===== src/core/fault_seq_pkg.sv =====
// constants, states and register map of the fault latch sequencer
package fault_seq_pkg;
   localparam int unsigned CLK_HZ = 10_000_000;
   localparam int unsigned DEBOUNCE_MS = 25;
   localparam int unsigned DEBOUNCE_CYCLES = DEBOUNCE_MS * (CLK_HZ / 1000);
   localparam int unsigned BAD_FILTER_MS = 20;
   localparam int unsigned BAD_FILTER_CYCLES = BAD_FILTER_MS * (CLK_HZ / 1000);
   localparam int unsigned COOLOFF_LAPS = 512;
   localparam int unsigned CNT_W = 18;
   localparam int unsigned LAP_W = 10;

   // synchronised comparator bit positions
   localparam int unsigned CMP_W = 13;
   localparam int unsigned CMP_LOCKOUT = 0;
   localparam int unsigned CMP_UV_ON = 1;
   localparam int unsigned CMP_UV_CLEAR = 2;
   localparam int unsigned CMP_STARTUP_TRIP = 3;
   localparam int unsigned CMP_TRICKLE_OK = 4;
   localparam int unsigned CMP_MAIN_OK = 5;
   localparam int unsigned CMP_DRAIN_HIGH = 6;
   localparam int unsigned CMP_DRAIN_LOW = 7;
   localparam int unsigned CMP_BRK_HIGH = 8;
   localparam int unsigned CMP_BRK_LOW = 9;
   localparam int unsigned CMP_OVERCURRENT = 10;
   localparam int unsigned CMP_FAST_TRIP = 11;
   localparam int unsigned CMP_OUT_VALID = 12;

   // register map, byte addresses
   localparam logic [3:0] REG_CONTROL = 4'h0;
   localparam logic [3:0] REG_STATUS = 4'h4;
   localparam logic [3:0] REG_COOLOFF = 4'h8;
   localparam logic [1:0] CONTROL_RESET = 2'h2;
   localparam int unsigned CTL_FORCE_OFF = 0;
   localparam int unsigned CTL_BOOST_ALLOW = 1;

   typedef enum logic [2:0] {
      SEQ_OFF = 3'h0,
      SEQ_DEBOUNCE = 3'h1,
      SEQ_STARTUP = 3'h2,
      SEQ_RUN = 3'h3,
      SEQ_COOLOFF = 3'h4,
      SEQ_LATCHED = 3'h5,
      SEQ_BAD_SWITCH = 3'h6
   } seq_state_t;

   typedef enum logic [1:0] {
      KIND_NONE = 2'h0,
      KIND_STARTUP = 2'h1,
      KIND_COOLOFF = 2'h2,
      KIND_BAD_SWITCH = 2'h3
   } fault_kind_t;
endpackage


===== src/core/comparator_sync.sv =====
// two-stage synchroniser for the comparator result vector
`timescale 1ns/1ps
module comparator_sync #(
   parameter int unsigned WIDTH = 13
) (
   input wire logic sys_clk,
   input wire logic srst,
   input wire logic [WIDTH-1:0] raw,
   output logic [WIDTH-1:0] synced
);
   typedef struct packed {
      logic [WIDTH-1:0] meta_ff;
      logic [WIDTH-1:0] sync_ff;
   } sync_state_t;

   sync_state_t st_ff;
   sync_state_t nxt_st;

   // first stage feeds only the second stage
   always_comb begin
      nxt_st.meta_ff = raw;
      nxt_st.sync_ff = st_ff.meta_ff;
   end

   always_ff @(posedge sys_clk) begin
      if (srst) begin
         st_ff <= '0;
      end else begin
         st_ff <= nxt_st;
      end
   end

   assign synced = st_ff.sync_ff;
endmodule // comparator_sync


===== src/core/fault_latch_sequencer.sv =====
// start-up, switch health and fault latch sequencer with avalon register port
`timescale 1ns/1ps
// Notes on behaviour
// - gates weak at start timer: fault, both pulled down
// - start-up fault skips the cool-off sequence
// - drain to kelvin over 100mV flags bad switch
// - main gate below 10V flags bad switch
// - 20ms filter runs, zeroes when both absent
// - filter expiry: flag low, main gate pulled
// - bad switch clears only at supply lockout
// - drain low at debounce end: shorted switch
// - shorted switch runs 512-lap cool-off first
// - start-up and cool-off faults latch off; enable below 0.6V clears
// - enable low in cool-off clears at end
// - cleared and enable high: debounce then start-up
// - bad switch after power good holds flag low
// - supply lockout clears everything, even cool-off
// - boost doubles main channel thresholds
// - boost never touches start-up channel limit
// - monitor grounded while output below 3.7V
// - fast trip turns switches off within 1us
// - cool-off cycles breaker pin, flag stays low
// - every overcurrent fault goes through cool-off
module fault_latch_sequencer #(
   parameter int unsigned DEBOUNCE_LEN = fault_seq_pkg::DEBOUNCE_CYCLES,
   parameter int unsigned BAD_FILTER_LEN = fault_seq_pkg::BAD_FILTER_CYCLES,
   parameter int unsigned COOLOFF_LEN = fault_seq_pkg::COOLOFF_LAPS
) (
   input wire logic sys_clk,
   input wire logic srst,
   input wire logic supply_lockout_in,
   input wire logic undervoltage_enable_in,
   input wire logic undervoltage_clear_in,
   input wire logic startup_timer_pin,
   input wire logic trickle_gate_enhanced,
   input wire logic main_gate_enhanced,
   input wire logic drain_kelvin_high,
   input wire logic drain_kelvin_low,
   input wire logic breaker_timer_high,
   input wire logic breaker_timer_low,
   input wire logic overcurrent_in,
   input wire logic fast_trip_in,
   input wire logic output_above_min,
   input wire logic threshold_boost_in,
   input wire logic [3:0] avs_address,
   input wire logic avs_read,
   input wire logic avs_write,
   input wire logic [31:0] avs_writedata,
   output logic [31:0] avs_readdata,
   output logic avs_waitrequest,
   output logic fault_flag_n,
   output logic power_good_out,
   output logic trickle_gate_drive,
   output logic main_gate_drive,
   output logic trickle_gate_pulldown,
   output logic main_gate_pulldown,
   output logic breaker_timer_charge,
   output logic breaker_timer_discharge,
   output logic main_threshold_double,
   output logic current_monitor_clamp
);
   typedef struct packed {
      fault_seq_pkg::seq_state_t state;
      fault_seq_pkg::fault_kind_t kind;
      logic [fault_seq_pkg::CNT_W-1:0] count;
      logic [fault_seq_pkg::CNT_W-1:0] bad_count;
      logic [fault_seq_pkg::LAP_W-1:0] laps;
      logic cool_charge;
      logic [1:0] control;
      logic waitreq;
      logic [31:0] rdata;
      logic flag_n;
      logic pg;
      logic trickle_on;
      logic main_on;
      logic trickle_pd;
      logic main_pd;
      logic brk_chg;
      logic brk_dis;
      logic boost;
      logic mon_clamp;
   } seq_t;

   seq_t st_ff;
   seq_t nxt_st;
   logic [fault_seq_pkg::CMP_W-1:0] cmp;
   logic [fault_seq_pkg::CMP_W-1:0] cmp_raw;

   // counts reached, compared at counter width
   function automatic logic reached(input logic [fault_seq_pkg::CNT_W-1:0] cnt,
                                    input int unsigned len);
      reached = (cnt >= fault_seq_pkg::CNT_W'(len - 1));
   endfunction

   assign cmp_raw = {output_above_min, fast_trip_in, overcurrent_in, breaker_timer_low,
                     breaker_timer_high, drain_kelvin_low, drain_kelvin_high,
                     main_gate_enhanced, trickle_gate_enhanced, startup_timer_pin,
                     undervoltage_clear_in, undervoltage_enable_in, supply_lockout_in};

   comparator_sync #(
      .WIDTH(fault_seq_pkg::CMP_W)
   ) u_sync (
      .sys_clk(sys_clk),
      .srst(srst),
      .raw(cmp_raw),
      .synced(cmp)
   );

   always_comb begin
      logic lockout;
      logic uv_on;
      logic uv_clear;
      logic bad_cond;
      logic overcur;
      logic enable_ok;
      logic req;
      lockout = cmp[fault_seq_pkg::CMP_LOCKOUT];
      uv_on = cmp[fault_seq_pkg::CMP_UV_ON];
      uv_clear = cmp[fault_seq_pkg::CMP_UV_CLEAR];
      // boost widens the bad-switch window too, done in the analog comparator
      bad_cond = cmp[fault_seq_pkg::CMP_DRAIN_HIGH]
                 | ~cmp[fault_seq_pkg::CMP_MAIN_OK];
      overcur = cmp[fault_seq_pkg::CMP_OVERCURRENT];
      enable_ok = uv_on & ~uv_clear & ~st_ff.control[fault_seq_pkg::CTL_FORCE_OFF];
      req = avs_read | avs_write;
      nxt_st = st_ff;

      // bus slave: one wait cycle, then answer for one cycle
      nxt_st.waitreq = ~(req & st_ff.waitreq);
      if (req & st_ff.waitreq) begin
         nxt_st.rdata = '0;
         unique case (avs_address)
            fault_seq_pkg::REG_CONTROL: nxt_st.rdata[1:0] = st_ff.control;
            fault_seq_pkg::REG_STATUS: nxt_st.rdata[9:0] = {st_ff.pg, ~st_ff.flag_n,
               st_ff.main_on, st_ff.trickle_on, st_ff.kind, 1'b0, st_ff.state};
            fault_seq_pkg::REG_COOLOFF: nxt_st.rdata[fault_seq_pkg::LAP_W-1:0] = st_ff.laps;
            default: nxt_st.rdata = '0;
         endcase
      end
      if (avs_write & ~st_ff.waitreq & (avs_address == fault_seq_pkg::REG_CONTROL)) begin
         nxt_st.control = avs_writedata[1:0];
      end

      unique case (st_ff.state)
         fault_seq_pkg::SEQ_OFF: begin
            nxt_st.count = '0;
            if (enable_ok) begin
               nxt_st.state = fault_seq_pkg::SEQ_DEBOUNCE;
            end
         end
         fault_seq_pkg::SEQ_DEBOUNCE: begin
            nxt_st.count = st_ff.count + 1'b1;
            if (!enable_ok) begin
               nxt_st.state = fault_seq_pkg::SEQ_OFF;
            end else if (reached(st_ff.count, DEBOUNCE_LEN)) begin
               nxt_st.count = '0;
               if (cmp[fault_seq_pkg::CMP_DRAIN_LOW]) begin
                  nxt_st.state = fault_seq_pkg::SEQ_COOLOFF;
                  nxt_st.kind = fault_seq_pkg::KIND_COOLOFF;
                  nxt_st.cool_charge = 1'b0;
                  nxt_st.laps = '0;
               end else begin
                  nxt_st.state = fault_seq_pkg::SEQ_STARTUP;
               end
            end
         end
         fault_seq_pkg::SEQ_STARTUP: begin
            if (overcur) begin
               nxt_st.state = fault_seq_pkg::SEQ_COOLOFF;
               nxt_st.kind = fault_seq_pkg::KIND_COOLOFF;
               nxt_st.cool_charge = 1'b0;
               nxt_st.laps = '0;
            end else if (cmp[fault_seq_pkg::CMP_STARTUP_TRIP]) begin
               if (cmp[fault_seq_pkg::CMP_TRICKLE_OK] & cmp[fault_seq_pkg::CMP_MAIN_OK]) begin
                  nxt_st.state = fault_seq_pkg::SEQ_RUN;
                  nxt_st.bad_count = '0;
               end else begin
                  // straight to the latch, no cool-off laps
                  nxt_st.state = fault_seq_pkg::SEQ_LATCHED;
                  nxt_st.kind = fault_seq_pkg::KIND_STARTUP;
               end
            end else if (!enable_ok) begin
               nxt_st.state = fault_seq_pkg::SEQ_OFF;
            end
         end
         fault_seq_pkg::SEQ_RUN: begin
            if (bad_cond) begin
               nxt_st.bad_count = st_ff.bad_count + 1'b1;
            end else begin
               nxt_st.bad_count = '0;
            end
            if (overcur | ~cmp[fault_seq_pkg::CMP_OUT_VALID]) begin
               nxt_st.state = fault_seq_pkg::SEQ_COOLOFF;
               nxt_st.kind = fault_seq_pkg::KIND_COOLOFF;
               nxt_st.cool_charge = 1'b0;
               nxt_st.laps = '0;
            end else if (bad_cond & reached(st_ff.bad_count, BAD_FILTER_LEN)) begin
               nxt_st.state = fault_seq_pkg::SEQ_BAD_SWITCH;
               nxt_st.kind = fault_seq_pkg::KIND_BAD_SWITCH;
            end else if (!enable_ok) begin
               nxt_st.state = fault_seq_pkg::SEQ_OFF;
            end
         end
         fault_seq_pkg::SEQ_COOLOFF: begin
            // first lap starts with a discharge down to the low trip
            if (st_ff.cool_charge & cmp[fault_seq_pkg::CMP_BRK_HIGH]) begin
               nxt_st.cool_charge = 1'b0;
            end else if (!st_ff.cool_charge & cmp[fault_seq_pkg::CMP_BRK_LOW]) begin
               if (st_ff.laps == fault_seq_pkg::LAP_W'(COOLOFF_LEN)) begin
                  // enable held low through cool-off clears here
                  nxt_st.state = uv_clear ? fault_seq_pkg::SEQ_OFF
                                          : fault_seq_pkg::SEQ_LATCHED;
                  nxt_st.kind = uv_clear ? fault_seq_pkg::KIND_NONE : st_ff.kind;
               end else begin
                  nxt_st.cool_charge = 1'b1;
                  nxt_st.laps = st_ff.laps + 1'b1;
               end
            end
         end
         fault_seq_pkg::SEQ_LATCHED: begin
            if (uv_clear) begin
               nxt_st.state = fault_seq_pkg::SEQ_OFF;
               nxt_st.kind = fault_seq_pkg::KIND_NONE;
            end
         end
         fault_seq_pkg::SEQ_BAD_SWITCH: begin
            // enable pin is ignored; only lockout leaves this state
            nxt_st.state = fault_seq_pkg::SEQ_BAD_SWITCH;
         end
         default: begin
            nxt_st.state = fault_seq_pkg::SEQ_OFF;
         end
      endcase

      // supply lockout wipes the latch, kind and timers in any state
      if (lockout) begin
         nxt_st.state = fault_seq_pkg::SEQ_OFF;
         nxt_st.kind = fault_seq_pkg::KIND_NONE;
         nxt_st.count = '0;
         nxt_st.bad_count = '0;
         nxt_st.laps = '0;
         nxt_st.cool_charge = 1'b0;
      end

      // registered pin drive; flag, gates and breaker pins from the next state
      nxt_st.pg = (nxt_st.state == fault_seq_pkg::SEQ_RUN);
      nxt_st.flag_n = ~(nxt_st.state == fault_seq_pkg::SEQ_COOLOFF
                        || nxt_st.state == fault_seq_pkg::SEQ_LATCHED
                        || nxt_st.state == fault_seq_pkg::SEQ_BAD_SWITCH);
      nxt_st.trickle_on = (nxt_st.state == fault_seq_pkg::SEQ_STARTUP
                           || nxt_st.state == fault_seq_pkg::SEQ_RUN)
                          & ~cmp[fault_seq_pkg::CMP_FAST_TRIP];
      nxt_st.main_on = ((nxt_st.state == fault_seq_pkg::SEQ_STARTUP
                         & cmp[fault_seq_pkg::CMP_TRICKLE_OK])
                        || nxt_st.state == fault_seq_pkg::SEQ_RUN)
                       & ~cmp[fault_seq_pkg::CMP_FAST_TRIP];
      nxt_st.trickle_pd = ~nxt_st.trickle_on;
      nxt_st.main_pd = ~nxt_st.main_on;
      nxt_st.brk_chg = (nxt_st.state == fault_seq_pkg::SEQ_COOLOFF) & nxt_st.cool_charge;
      nxt_st.brk_dis = (nxt_st.state == fault_seq_pkg::SEQ_COOLOFF) & ~nxt_st.cool_charge;
      // start-up channel has no boost output at all
      nxt_st.boost = threshold_boost_in
                     & st_ff.control[fault_seq_pkg::CTL_BOOST_ALLOW];
      nxt_st.mon_clamp = ~cmp[fault_seq_pkg::CMP_OUT_VALID];
   end

   always_ff @(posedge sys_clk) begin
      if (srst) begin
         st_ff <= '0;
         st_ff.waitreq <= 1'b1;
         st_ff.flag_n <= 1'b1;
         st_ff.trickle_pd <= 1'b1;
         st_ff.main_pd <= 1'b1;
         st_ff.mon_clamp <= 1'b1;
         st_ff.control <= fault_seq_pkg::CONTROL_RESET;
      end else begin
         st_ff <= nxt_st;
      end
   end

   assign avs_readdata = st_ff.rdata;
   assign avs_waitrequest = st_ff.waitreq;
   assign fault_flag_n = st_ff.flag_n;
   assign power_good_out = st_ff.pg;
   assign trickle_gate_drive = st_ff.trickle_on;
   assign main_gate_drive = st_ff.main_on;
   assign trickle_gate_pulldown = st_ff.trickle_pd;
   assign main_gate_pulldown = st_ff.main_pd;
   assign breaker_timer_charge = st_ff.brk_chg;
   assign breaker_timer_discharge = st_ff.brk_dis;
   assign main_threshold_double = st_ff.boost;
   assign current_monitor_clamp = st_ff.mon_clamp;
endmodule // fault_latch_sequencer


===== config.mk =====
export PLATFORM = sky130hd
export DESIGN_NAME = fault_latch_sequencer
export DESIGN_NICKNAME = d
export VERILOG_FILES = /design/src/core/fault_seq_pkg.sv /design/src/core/comparator_sync.sv /design/src/core/fault_latch_sequencer.sv
export SDC_FILE = /design/constraint.sdc
export NUM_CORES = 1
export LEC_CHECK = 0
export BUFFER_PORTS_ARGS = -buffer_cell sky130_fd_sc_hd__buf_2
export CORE_MARGIN = 4
export CORE_UTILIZATION = 50
export DETAILED_ROUTE_END_ITERATION = 16
export PLACE_DENSITY = 0.8
export SYNTH_ARGS = -nofsm -noshare
export SYNTH_HDL_FRONTEND = slang
export SYNTH_SLANG_ARGS = --single-unit

===== constraint.sdc =====
create_clock -name sys_clk -period 3 [get_ports sys_clk]
set_input_delay 0.6 -clock sys_clk [delete_from_list [all_inputs] [get_ports sys_clk]]
set_output_delay 0.6 -clock sys_clk [all_outputs]
set_load 0.02 [all_outputs]

==> results.txt <==
Outcome -> finished clean
FF+latch count, synth -> 101
Setup CP Type -> reg2reg
Slew HR -> 47.52%
Internal Power -> 1.731 mW
Async set-reset flop share out of synthesis -> 0%
Clk_lat worst skew -> 0.37 ns
Largest net degree at the start of global routing -> 43
Min-Delay Endpoint -> u_sync.nxt_st[4]$_SDFF_PP0_
Number of max-cap violations -> 0
Hold Path Class -> in2reg
Vias in the first global route -> 3481
Drt wl/cell -> 13.77 um
Hold Path Depth -> 2
H-tree levels -> 3
Critical path fanouts, max -> 9
# rows -> 35
Fraction of layout cells with a size suffix above 1 -> 15.18%
Routed vias -> 3790
Net Sw Frac -> 25.74%
Crit. End Element -> flop
Tmin final -> 2.550 ns
Yosys top cell area share -> 43.20%
Commonest cells after routing, fill and taps aside -> dfxtp_1 (101), nor2_1 (67), buf_2 (44), nor2b_1 (30), nand2_1 (29)
Pins Over Slew Limit -> 0
GRT Total Usage -> 17.20%
Crit share post-route -> 85.01%
Ys Warns -> 0
Nets@finish -> 627
Sequential share of the synthesized area -> 43.20%
Post-Syn Instances -> 532
CTS root buffer -> clkbuf_8
Uppermost layer routed -> met4
Final hold viol count -> 0
Final ANT Viol Nets -> 0
Worst-margin pin slew -> 0.7806 ns
I/O pins -> 97
Required @ worst endpoint -> 3.25 ns
Iter 0 DRT Violations -> 274
R2R Path Start -> st_ff[94]$_SDFF_PP0_
CTS tree -> yes
RR Endpoint -> main_gate_pulldown$_SDFF_PP1_
Post-CTS sizing -> 0
Antenna cells -> 0
Register area -> 0.002022 sq mm
Vias per inst -> 5.541
Clock network power share -> 34.9%
Minimum setup slack among reg-to-reg paths -> 0.45 ns
Setup crit start -> st_ff[94]$_SDFF_PP0_
Synth cell types -> 70
Multi-input logic area -> 0.002367 sq mm
Avg Cell Area, Syn -> 8.798 sq um
Crit path launch type -> flop
Met3 wire length -> 666 um
Hold_buf cts -> 0
Drt total wl -> 9416 um
Met2 WL post-DR -> 4416 um
Placer Congestion -> 0.9046
Final setup vio count -> 0
DIE AREA -> 0.01097 sq mm
RSZ-0062 raised after global routing -> no
Lkg Pwr -> 1.905 nW
Setup Fix Bufs, Post-CTS -> 0
Synth top area cells -> dfxtp_1 (43%), nor2_1 (5.4%), buf_4 (5.1%)
Die W -> 104.8 um
Pwr/cell area -> 459.6 mW/mm^2
Max Clock Freq -> 0.3921 GHz
Worst R2R Path Depth -> 6
Comb pwr share -> 5.9%
VDD IR-drop max -> 0.3536 mV
Max clock buf depth -> 2
Total CTS buffers -> 9
Clock Skew -> 0.01051 ns
Initial Util -> 50.90%
Setup TNS -> 0 ns
Initial antenna violation count -> 0
Post-route cell area -> 0.005074 sq mm
Mapped cell area -> 0.004681 sq mm
GRT Residual Overflow -> 0
Number of buffer cells added on primary ports -> 44
Number of enable flip-flop cells after synthesis -> 0
DR pass1 iterations -> 5
DR DRC count -> 0
P_sw -> 0.6002 mW
Layout filler cell count -> 845
Post-detail-place hpwl -> 6930 um
Core area -> 0.009196 sq mm
Die Ht -> 104.8 um
Syn-to-layout area delta -> 8.394%
WL met1 -> 4184 um
Clk pin slew, worst setup/hold paths -> 0.10 ns
Post-synth top flop -> dfxtp_1
Leading area contributor after synthesis -> dfxtp_1
Placed cell area -> 0.004883 sq mm
Crit path arrival time -> 2.80 ns
First-pass GRT wire length -> 15810 um
Reg power frac -> 59.1%
Hold_sp -> trickle_gate_enhanced
Commonest non-fill, non-tap cell in the layout -> dfxtp_1
Clock sink count -> 101
registers in the layout, indices dropped and copies added (netlist names), 10 cells and up:
register and flops:
avs_readdata 10, st_ff 54, u_sync.nxt_st 13, u_sync.synced 13
area by class of cell:
type,instances,share of cell area (%)
flip-flops and latches,101,39.85
clock inverters,7,1.307
well taps,111,2.737
clock buffers,9,2.441
repair buffers,54,5.820
inverters,16,1.184
multi-input cells,386,46.66
cells in the mapped netlist, types with 2 or more instances:
library cell    n
dfxtp_1       101
nor2_1         67
buf_4          32
nor2b_1        30
nand2_1        29
o21ai_0        20
xor2_1         20
nand3_1        19
a21oi_1        18
clkbuf_1       16
inv_1          16
nor3_1         16
nand4_1        13
or3_1           9
xnor2_1         9
a221oi_1        7
nand2b_1        6
o211ai_1        6
ha_1            5
or4_1           5
a2111oi_0       4
a22oi_1         4
and3_1          4
nor3b_1         4
nor4_1          4
and2_1          3
and4_1          3
o21a_1          3
o22ai_1         3
o31ai_1         3
or3b_1          3
a211o_1         2
a22o_1          2
a31oi_1         2
a32oi_1         2
and2_0          2
buf_2           2
mux2i_1         2
nand4b_1        2
nor4b_1         2
o2111ai_1       2
or2_2           2
worst max path at each step:
stage                                         end  slack [ns]  cells past startpoint
detailed placement  main_gate_pulldown$_SDFF_PP1_        0.50                      6
floorplan                  st_ff[82]$_SDFFE_PP0P_        0.83                      8
global placement    main_gate_pulldown$_SDFF_PP1_        0.56                      6
CTS                 main_gate_pulldown$_SDFF_PP1_        0.48                      6
global route               st_ff[49]$_SDFFE_PP0P_        0.28                      5
finish              main_gate_pulldown$_SDFF_PP1_        0.45                      6
worst max-delay path, stage by stage (launching register included):
cell       delay [ns]
dfxtp_1          0.51
or3b_1           0.51
or3_1            0.34
a2111oi_0        0.56
a211oi_2         0.16
nor4_4           0.25
o21ai_1          0.10
metal layers:
| metal | vias up | track usage [%] |
|---|---|---|
| li1 | 1897 | - |
| met2 | 138 | 28.74 |
| met4 | 0 | 5.248 |
| met5 | - | 0 |
| met3 | 14 | 3.582 |
| met1 | 1741 | 22.34 |
metrics by stage:
stage / power (mW) / hold slack, ns / utilization (%) / std cells / worst slack [ns]
2_1_floorplan: 1.532 / 0.3873 / - / 553 / 0.8340
3_3_place_gp: 1.545 / 0.4214 / 53.10 / 668 / 0.5561
3_5_place_dp: 1.548 / 0.4204 / 53.10 / 668 / 0.5030
4_1_cts: 2.351 / 0.4194 / 55.17 / 684 / 0.4834
5_1_grt: 2.423 / 0.4216 / 55.17 / 684 / 0.2777
6_report: 2.332 / 0.4331 / 55.17 / 684 / 0.4498
logic make-up after synthesis:
kind of cell             count (synthesis)  share of synthesized area, %
other                                    1                       0.08012
XOR/XNOR                                29                         5.426
flip-flops                             101                         43.20
buffers and inverters                   66                         7.912
AO/OA/AOI/OAI                           95                         14.38
multiplexers                             3                        0.6683
AND/OR/NAND/NOR                        232                         27.00
adder cells (fa/ha/maj)                  5                         1.337
power by group through the flow:
stage | sequential, mW | combinational, mW | clock (mW)
after floorplan | 1.41 | 0.124 | 0
after global placement | 1.41 | 0.135 | 0
after detailed placement | 1.41 | 0.138 | 0
after CTS | 1.38 | 0.138 | 0.833
after global routing | 1.38 | 0.152 | 0.889
final | 1.38 | 0.138 | 0.815
Power figures use the tool's default switching activity.
